### src/hdl/can_global_pkg.sv
package can_global_pkg;

  // ***************************************************************
  // bus geometry
  // ***************************************************************
  localparam int          ADDR_WIDTH            = 18;
  localparam int          DATA_WIDTH            = 32;
  localparam int          REG_WIDTH             = 16;

  // printed offsets are register indices; byte address is index * 4
  localparam logic [15:0] GLOBAL_CONTROL_INDEX  = 16'hFF64;
  localparam logic [15:0] BLOCK_TX_INDEX        = 16'hFF66;
  localparam logic [15:0] CLOCK_SELECT_INDEX    = 16'hFF6E;
  localparam logic [ADDR_WIDTH-1:0] GLOBAL_CONTROL_ADDR = {GLOBAL_CONTROL_INDEX, 2'b00};
  localparam logic [ADDR_WIDTH-1:0] BLOCK_TX_ADDR       = {BLOCK_TX_INDEX, 2'b00};
  localparam logic [ADDR_WIDTH-1:0] CLOCK_SELECT_ADDR   = {CLOCK_SELECT_INDEX, 2'b00};

  // ***************************************************************
  // field positions
  // ***************************************************************
  localparam int          GC_RD_BUFFER_ACCESS   = 15;
  localparam int          GC_RD_FORCED_SHUTDOWN = 1;
  localparam int          GC_RD_GLOBAL_OP       = 0;
  localparam int          GC_WR_SET_SHUTDOWN    = 9;
  localparam int          GC_WR_SET_GLOBAL_OP   = 8;
  localparam int          GC_WR_CLR_GLOBAL_OP   = 0;
  localparam int          BT_RD_ENGINE_CLEAR    = 1;
  localparam int          BT_RD_RUN             = 0;
  localparam int          BT_WR_SET_CLEAR       = 9;
  localparam int          BT_WR_SET_RUN         = 8;
  localparam int          BT_WR_CLR_RUN         = 0;
  localparam int          CS_SEL_WIDTH          = 4;

  // ***************************************************************
  // reset values and timing counts
  // ***************************************************************
  localparam logic [15:0] GLOBAL_CONTROL_RESET  = 16'h0000;
  localparam logic [15:0] BLOCK_TX_RESET        = 16'h0000;
  localparam logic [7:0]  CLOCK_SELECT_RESET    = 8'h0F;
  localparam int          ENGINE_CLEAR_CYCLES   = 4;
  localparam int          BLOCK_TX_BUFFERS      = 8;
  localparam int          BLOCK_TX_PTR_WIDTH    = 3;

  // ***************************************************************
  // carriers
  // ***************************************************************
  typedef struct packed {
    logic valid;
    logic write;
  } buffer_req_type;

  typedef struct packed {
    logic                          running;
    logic                          clearing;
    logic [BLOCK_TX_PTR_WIDTH-1:0] buffer;
  } block_tx_status_type;

  // paired set/clear decoding used for the global operation bit
  function automatic logic set_clear(input logic current,
                                     input logic set_bit,
                                     input logic clear_bit);
    if (set_bit && !clear_bit) begin
      return 1'b1;
    end else if (clear_bit && !set_bit) begin
      return 1'b0;
    end
    return current;
  endfunction

endpackage

### src/hdl/block_tx_engine.sv
`timescale 1ns/10ps
module block_tx_engine
  import can_global_pkg::*;
#(
  parameter int CLEAR_CYCLES = ENGINE_CLEAR_CYCLES,
  parameter int BUFFERS      = BLOCK_TX_BUFFERS
) (
  input  wire logic          pclk,
  input  wire logic          presetn,
  input  wire logic          start,
  input  wire logic          stop,
  input  wire logic          clear_req,
  input  wire logic          tx_done,
  output block_tx_status_type status
);

  typedef enum logic [1:0] {ENGINE_IDLE, ENGINE_RUN, ENGINE_CLEAR} engine_state_type;

  engine_state_type              state;
  logic [3:0]                    clear_count;
  logic [BLOCK_TX_PTR_WIDTH-1:0] buffer;

  always_ff @(posedge pclk or negedge presetn) begin
    if (!presetn) begin
      state <= ENGINE_IDLE;
    end else begin
      case (state)
        ENGINE_IDLE: begin
          if (clear_req) begin
            state <= ENGINE_CLEAR;
          end else if (start) begin
            state <= ENGINE_RUN;
          end
        end
        ENGINE_RUN: begin
          if (clear_req || stop) begin
            state <= clear_req ? ENGINE_CLEAR : ENGINE_IDLE;
          end
        end
        ENGINE_CLEAR: begin
          if (clear_count == 4'(CLEAR_CYCLES - 1)) begin
            state <= ENGINE_IDLE;  // [RULE12]
          end
        end
        default: state <= ENGINE_IDLE;
      endcase
    end
  end

  always_ff @(posedge pclk or negedge presetn) begin
    if (!presetn) begin
      clear_count <= '0;
    end else if (state == ENGINE_CLEAR) begin
      clear_count <= clear_count + 1'b1;
    end else begin
      clear_count <= '0;
    end
  end

  // clearing rewinds the walk so the next start begins at buffer 0
  always_ff @(posedge pclk or negedge presetn) begin
    if (!presetn) begin
      buffer <= '0;
    end else if (state == ENGINE_CLEAR) begin
      buffer <= '0;  // [RULE13]
    end else if (state == ENGINE_RUN && tx_done) begin
      buffer <= (buffer == BLOCK_TX_PTR_WIDTH'(BUFFERS - 1)) ? '0 : buffer + 1'b1;
    end
  end

  assign status.running  = (state == ENGINE_RUN);    // [RULE11]
  assign status.clearing = (state == ENGINE_CLEAR);  // [RULE12]
  assign status.buffer   = buffer;

endmodule // block_tx_engine

### src/hdl/can_global_control.sv
// What the document requires of this block and of its software
// [RULE1] buffer access flag is read-only to software
// [RULE2] access flag follows sleep/stop and global operation
// [RULE3] blocked flag denies buffer and history access
// [RULE4] set/clear pattern drives global operation bit
// [RULE5] global operation enables the whole module
// [RULE6] clear accepted in init or after shutdown-enable
// [RULE7] any other access drops shutdown-enable flag
// [RULE8] bit nine write sets shutdown-enable flag
// [RULE9] software sets global operation, shutdown separately
// [RULE10] module clock is input over selector plus one
// [RULE11] run flag started and stopped by pattern
// [RULE12] engine clear status self-clears when done
// [RULE13] after clear, transmission restarts at buffer zero
// [RULE14] software clears engine only while stopped
// [RULE15] software never starts transmission in init mode
// [RULE16] software restores control default before init
// [RULE17] set/clear pairs: lone set sets, lone clear clears
// [RULE18] software uses paired encoding, never read-modify-write
`timescale 1ns/10ps
module can_global_control
  import can_global_pkg::*;
#(
  parameter int CLEAR_CYCLES = ENGINE_CLEAR_CYCLES
) (
  input  wire logic                  pclk,
  input  wire logic                  presetn,
  input  wire logic                  psel,
  input  wire logic                  penable,
  input  wire logic                  pwrite,
  input  wire logic [ADDR_WIDTH-1:0] paddr,
  input  wire logic [DATA_WIDTH-1:0] pwdata,
  output logic      [DATA_WIDTH-1:0] prdata,
  output logic                       pready,
  output logic                       pslverr,
  input  wire logic                  init_mode,
  input  wire logic                  sleep_stop_entry,
  input  wire logic                  sleep_stop_release,
  input  wire buffer_req_type        buffer_req,
  output logic                       buffer_grant,
  input  wire logic                  block_tx_done,
  output block_tx_status_type        block_tx_status,
  output logic                       module_enable,
  output logic                       module_clock_tick
);

  // ***************************************************************
  // bus decode
  // ***************************************************************
  logic                    setup_phase;
  logic                    access_done;
  logic                    hit_global;
  logic                    hit_block_tx;
  logic                    hit_clock_sel;
  logic                    hit_any;
  logic                    gc_write;
  logic                    bt_write;
  logic                    cs_write;
  logic [REG_WIDTH-1:0]    wdata;

  logic                    global_operation;
  logic                    forced_shutdown_enable;
  logic                    buffer_access_enabled;
  logic [7:0]              module_clock_select;
  logic                    next_global_operation;
  logic                    global_op_rise;
  logic                    global_op_fall;
  logic                    other_access;

  assign setup_phase   = psel && !penable;
  assign access_done   = psel && penable && pready;
  assign hit_global    = (paddr == GLOBAL_CONTROL_ADDR);
  assign hit_block_tx  = (paddr == BLOCK_TX_ADDR);
  assign hit_clock_sel = (paddr == CLOCK_SELECT_ADDR);
  assign hit_any       = hit_global || hit_block_tx || hit_clock_sel;
  assign wdata         = pwdata[REG_WIDTH-1:0];
  assign gc_write      = access_done && pwrite && hit_global;
  assign bt_write      = access_done && pwrite && hit_block_tx;
  assign cs_write      = access_done && pwrite && hit_clock_sel;

  // zero wait states: read data is captured in the setup phase
  assign pready = 1'b1;

  // ***************************************************************
  // global operation
  // ***************************************************************
  always_comb begin
    next_global_operation = global_operation;
    if (gc_write) begin
      next_global_operation = set_clear(global_operation,
                                        wdata[GC_WR_SET_GLOBAL_OP],
                                        wdata[GC_WR_CLR_GLOBAL_OP]);  // [RULE4] [RULE17]
      // a clear outside init mode needs the armed shutdown flag
      if (!next_global_operation && !init_mode && !forced_shutdown_enable) begin
        next_global_operation = global_operation;  // [RULE6]
      end
    end
  end

  assign global_op_rise = !global_operation && next_global_operation;
  assign global_op_fall = global_operation && !next_global_operation;

  always_ff @(posedge pclk or negedge presetn) begin
    if (!presetn) begin
      global_operation <= GLOBAL_CONTROL_RESET[GC_RD_GLOBAL_OP];
    end else begin
      global_operation <= next_global_operation;
    end
  end

  assign module_enable = global_operation;  // [RULE5]

  // ***************************************************************
  // forced shutdown handshake
  // ***************************************************************
  // any access other than the arming write itself disarms the flag,
  // buffer traffic included, so a late clear can never slip through
  assign other_access = access_done || buffer_req.valid;

  always_ff @(posedge pclk or negedge presetn) begin
    if (!presetn) begin
      forced_shutdown_enable <= GLOBAL_CONTROL_RESET[GC_RD_FORCED_SHUTDOWN];
    end else if (gc_write && wdata[GC_WR_SET_SHUTDOWN]) begin
      forced_shutdown_enable <= 1'b1;  // [RULE8]
    end else if (other_access) begin
      forced_shutdown_enable <= 1'b0;  // [RULE7]
    end
  end

  // ***************************************************************
  // buffer access gate
  // ***************************************************************
  // software writes reach this flop only through global operation changes, sleep/stop events directly
  always_ff @(posedge pclk or negedge presetn) begin
    if (!presetn) begin
      buffer_access_enabled <= GLOBAL_CONTROL_RESET[GC_RD_BUFFER_ACCESS];
    end else if (sleep_stop_entry || global_op_fall) begin
      buffer_access_enabled <= 1'b0;  // [RULE1] [RULE2]
    end else if (sleep_stop_release || global_op_rise) begin
      buffer_access_enabled <= 1'b1;  // [RULE2]
    end
  end

  assign buffer_grant = buffer_req.valid && buffer_access_enabled;  // [RULE3]

  // ***************************************************************
  // module clock selection
  // ***************************************************************
  always_ff @(posedge pclk or negedge presetn) begin
    if (!presetn) begin
      module_clock_select <= CLOCK_SELECT_RESET;  // [RULE10]
    end else if (cs_write) begin
      module_clock_select <= {4'h0, wdata[CS_SEL_WIDTH-1:0]};
    end
  end

  clock_prescaler #(
    .SEL_WIDTH         (CS_SEL_WIDTH)
  ) u_prescaler (
    .pclk              (pclk),
    .presetn           (presetn),
    .divider_sel       (module_clock_select[CS_SEL_WIDTH-1:0]),
    .module_clock_tick (module_clock_tick)
  );

  // ***************************************************************
  // automatic block transmission
  // ***************************************************************
  logic bt_start;
  logic bt_stop;
  logic bt_clear;

  assign bt_start = bt_write && wdata[BT_WR_SET_RUN] && !wdata[BT_WR_CLR_RUN];  // [RULE11] [RULE17]
  assign bt_stop  = bt_write && wdata[BT_WR_CLR_RUN] && !wdata[BT_WR_SET_RUN];  // [RULE11] [RULE17]
  assign bt_clear = bt_write && wdata[BT_WR_SET_CLEAR];                          // [RULE12]

  block_tx_engine #(
    .CLEAR_CYCLES (CLEAR_CYCLES),
    .BUFFERS      (BLOCK_TX_BUFFERS)
  ) u_engine (
    .pclk         (pclk),
    .presetn      (presetn),
    .start        (bt_start),
    .stop         (bt_stop),
    .clear_req    (bt_clear),
    .tx_done      (block_tx_done),
    .status       (block_tx_status)
  );

  // ***************************************************************
  // read data and error
  // ***************************************************************
  function automatic logic [REG_WIDTH-1:0] read_mux(input logic [ADDR_WIDTH-1:0] addr);
    logic [REG_WIDTH-1:0] value;
    value = '0;
    if (addr == GLOBAL_CONTROL_ADDR) begin
      value[GC_RD_BUFFER_ACCESS]   = buffer_access_enabled;
      value[GC_RD_FORCED_SHUTDOWN] = forced_shutdown_enable;
      value[GC_RD_GLOBAL_OP]       = global_operation;
    end else if (addr == BLOCK_TX_ADDR) begin
      value[BT_RD_ENGINE_CLEAR]    = block_tx_status.clearing;
      value[BT_RD_RUN]             = block_tx_status.running;
    end else if (addr == CLOCK_SELECT_ADDR) begin
      value[7:0]                   = module_clock_select;
    end
    return value;
  endfunction

  always_ff @(posedge pclk or negedge presetn) begin
    if (!presetn) begin
      prdata <= '0;
    end else if (setup_phase) begin
      prdata <= {16'h0000, (pwrite ? 16'h0000 : read_mux(paddr))};
    end
  end

  always_ff @(posedge pclk or negedge presetn) begin
    if (!presetn) begin
      pslverr <= 1'b0;
    end else if (setup_phase) begin
      pslverr <= !hit_any;
    end
  end
endmodule // can_global_control

### src/hdl/clock_prescaler.sv
`timescale 1ns/10ps
module clock_prescaler
  import can_global_pkg::*;
#(
  parameter int SEL_WIDTH = CS_SEL_WIDTH
) (
  input  wire logic                 pclk,
  input  wire logic                 presetn,
  input  wire logic [SEL_WIDTH-1:0] divider_sel,
  output logic                      module_clock_tick
);

  logic [SEL_WIDTH-1:0] count;

  // greater-or-equal so a smaller divisor written mid-count takes at once
  always_ff @(posedge pclk or negedge presetn) begin
    if (!presetn) begin
      count <= '0;
    end else if (count >= divider_sel) begin
      count <= '0;
    end else begin
      count <= count + 1'b1;
    end
  end

  // one tick every divider_sel + 1 cycles
  assign module_clock_tick = (count >= divider_sel);  // [RULE10]

endmodule // clock_prescaler

### config.mk
export PLATFORM = sky130hd
export DESIGN_NAME = can_global_control
export DESIGN_NICKNAME = d
export VERILOG_FILES = /design/src/hdl/can_global_pkg.sv /design/src/hdl/block_tx_engine.sv /design/src/hdl/can_global_control.sv /design/src/hdl/clock_prescaler.sv
export SDC_FILE = /design/constraint.sdc
export NUM_CORES = 1
export LEC_CHECK = 0
export BUFFER_PORTS_ARGS = -buffer_cell sky130_fd_sc_hd__buf_2
export CAP_MARGIN = 20
export CORE_ASPECT_RATIO = 1.2
export CORE_MARGIN = 1.5
export CORE_UTILIZATION = 44
export CTS_BUF_LIST = sky130_fd_sc_hd__clkbuf_4
export DETAILED_ROUTE_END_ITERATION = 10
export PLACE_DENSITY = 0.85
export SYNTH_ARGS = -nofsm -noshare
export SYNTH_HDL_FRONTEND = slang
export SYNTH_SLANG_ARGS = --single-unit
### constraint.sdc
create_clock -name pclk -period 2.5 [get_ports pclk]
set_clock_uncertainty 0.2 [all_clocks]
set_input_delay 0.5 -clock pclk [delete_from_list [all_inputs] [get_ports pclk]]
set_output_delay 0.5 -clock pclk [all_outputs]
set_load 0.02 [all_outputs]
==> metrics.csv <==
metric;value;unit
endpoints failing setup;1;
met2 usage;34.1;%
failing checks;setup timing;
critical path class;flop to primary output;
Yosys reg bits;26;
first-pass GRT wire length;5930;um
Sw Ratio;24.8;%
Worst Tran Pin Value;0.571;ns
CP Launch Type;flop;
Setup WS post-layout;-0.0544;ns
maxcap violations;0;
minimum clock period;2.55;ns
DRT iter0 DRCs;33;
total gr overflow;0;
Synth area leader;dfrtp_1;
Tot Pwr;822;uW
Yosys warnings;0;
worst-skew pair later-pin latency;0.32;ns
CP peak stage delay;0.58;ns
Seq/Total Area, Yosys;39.4;%
Die Width;59.2;um
total track usage;18.6;%
H-tree Lvls;1;
Reg2Reg Setup Slack;0.56;ns
CP max-delay cell;dfstp_2;
Clock Root Buffer;clkbuf_4;
CP required;1.80;ns
io pins;103;
Switch Pwr;204;uW
most common cell after layout, fill and taps aside;buf_2;
PortBufs;47;
diode count;0;
Nets;295;
Area contributors post-synth;dfrtp_1, buf_4, ha_1;
Clk pin slew, worst setup/hold paths;0.15;ns
Post-Route WL;3650;um
DIE AREA;4160;sq um
Via density;4.91;
combinational fraction of design power;13.3;%
GRT met3 Usage;3.33;%
Top delay family on crit path;flip-flops;
Post-synth ARST share;100;%
die height;70.4;um
pwr dens;413;nW/um^2
Most common cell on crit path;a21o_1;
HP Class;input port to flop;
layout cells sized above 1;32.6;%
Pleak;0.00106;uW
fin cells;276;
critical path arrival;1.85;ns
clk sinks;26;
crit path capture type;primary output;
EDFF count, synth;0;
Flop pwr share;51.8;%
CP Max Fanout;2;
period utilisation layout;102;%
DR WL/cell;13.2;um
vias post-DR;1355;
row count;24;
RSZ-0062 raised after global routing;true;
clock network power share;34.9;%
maximum clock insertion buffer count;2;
library cells used by synthesis;37;
CTS tree;yes;
met1 Use GR;19.7;%
most frequent cells in the layout;buf_2, conb_1, dfrtp_1;
initial antenna violation count;0;
Peak Freq;391;MHz
status;finished, violations left;
Syn-to-layout area delta;19.4;%
synthesized area;1670;sq um
number of placed instances, taps included;265;
maximum vdd drop;0.000241;V
Core ar.;3630;sq um
Mean Syn Cell Area;9.74;sq um
Post-DP HPWL;2840;um
vias in the first global route;1336;
internal power component;618;uW
GP Congestion;0.833;
max_slew headroom;62.0;%
global routing's busiest layer;met2;
Buf+Inv Stages, Crit Path;1;
DRT antenna net count;0;
Remaining DRCs;0;
pre-CTS setup slack;0.0735;ns
Initial Util;45.8;%
CTS buffer count;3;
critical path cell sequence;ha_4 -> nand2b_4 -> a21o_1 -> a21o_1 -> a21o_1 -> buf_6;
Hold Fails Final Rpt;0;
drt first pass iters;4;
Mapped Cells;171;
Yosys top cell area share;33.1;%
final core occ;54.7;%
Synth Flop Type;dfrtp_1;
WHS;0.177;ns
largest net degree at the start of global routing;27;
Max Slew Vio Count;0;
==> through the flow <==
| step | setup TNS (ns) | instance area, sq um |
|---|---|---|
| final | -0.0544 | 1990 |
| after global routing | -0.101 | 1990 |
| after floorplan | 0 | 1760 |
| after CTS | -0.0612 | 1970 |
| after global placement | 0 | 1840 |
| after detailed placement | 0 | 1840 |
==> cell type report <==
cell class                      count  area, sq um
Multi-Input combinational cell    131          885
Sequential cell                    26          656
Fill cell                         349         1650
Tap cell                           52         65.1
Inverter                            9         33.8
Timing Repair Buffer               54          297
Clock buffer                        3         22.5
Clock inverter                      1         30.0
==> logic make-up (layout without fill, tap and decap cells) <==
group / after synthesis / count (layout) / share of synthesized area (%)
AND/OR/NAND/NOR: 52 / 52 / 19.7
buffers and inverters: 40 / 67 / 15.3
AO/OA/AOI/OAI: 35 / 35 / 14.1
flip-flops: 26 / 26 / 39.4
adder cells (fa/ha/maj): 9 / 9 / 6.76
multiplexers: 4 / 4 / 2.70
XOR/XNOR: 3 / 3 / 1.58
other: 2 / 28 / 0.451
==> registers in the layout (all words and copies together) (netlist names) <==
name                    count
buffer_access_enabled       1
prdata                      5
module_enable               1
u_engine.state              2
u_engine.clear_count        4
forced_shutdown_enable      1
module_clock_select         4
u_prescaler.count           4
u_engine.buffer             3
pslverr                     1
==> layer usage <==
metal	vias to the layer above	wire [um]
met5	-	0
met4	0	147
met3	16	168
met2	47	2030
met1	647	1300
li1	645	-
==> power groups by stage <==
stage	sequential, uW	clock [uW]	combinational, uW
2_1_floorplan	435	0	94.2
3_3_place_gp	433	0	104
3_5_place_dp	433	0	107
4_1_cts	426	293	109
5_1_grt	426	309	120
6_report	426	286	109
==> timing repair <==
| action | in CTS | in global routing |
|---|---|---|
| endpoints found under the hold margin | 22 | 0 |
| setup buffers | 3 | 3 |
| hold buffers | 1 | 0 |
| endpoints found under the setup margin | 1 | 1 |
| cloned | 0 | 0 |
| pin swaps | 5 | 0 |
| gates resized for setup | 6 | 0 |
==> worst paths after layout <==
path,cells after the start,endpoint,start
max,6,module_clock_tick,module_clock_select[0]
min,2,module_clock_select[3],pwdata[3]
max reg2reg,6,u_prescaler.count[0],module_clock_select[0]
min reg2reg,1,pslverr,pslverr
max in group asynchronous,2,u_prescaler.count[2],presetn
min in group asynchronous,2,u_engine.clear_count[1],presetn
==> synth_stat cells (all sizes together) (3+ instances only) <==
master  count
a211oi      4
a21o        6
a21oi       4
a22o        3
buf        28
clkbuf      3
dfrtp      22
dfstp       4
ha          9
inv         9
mux2        4
nand2      16
nand2b      9
nand3       3
nand4       4
nor2        6
o21ai       9
o31ai       4
==> worst register-to-register path: cells and delay by family, from the launching register on <==
kind	cells	cell delay [ns]
buffers and inverters	1	0.15
flip-flops	1	0.58
AO/OA/AOI/OAI	3	0.58
AND/OR/NAND/NOR	1	0.13
adder cells (fa/ha/maj)	1	0.20
No activity file was read; power rests on OpenSTA's default activity.
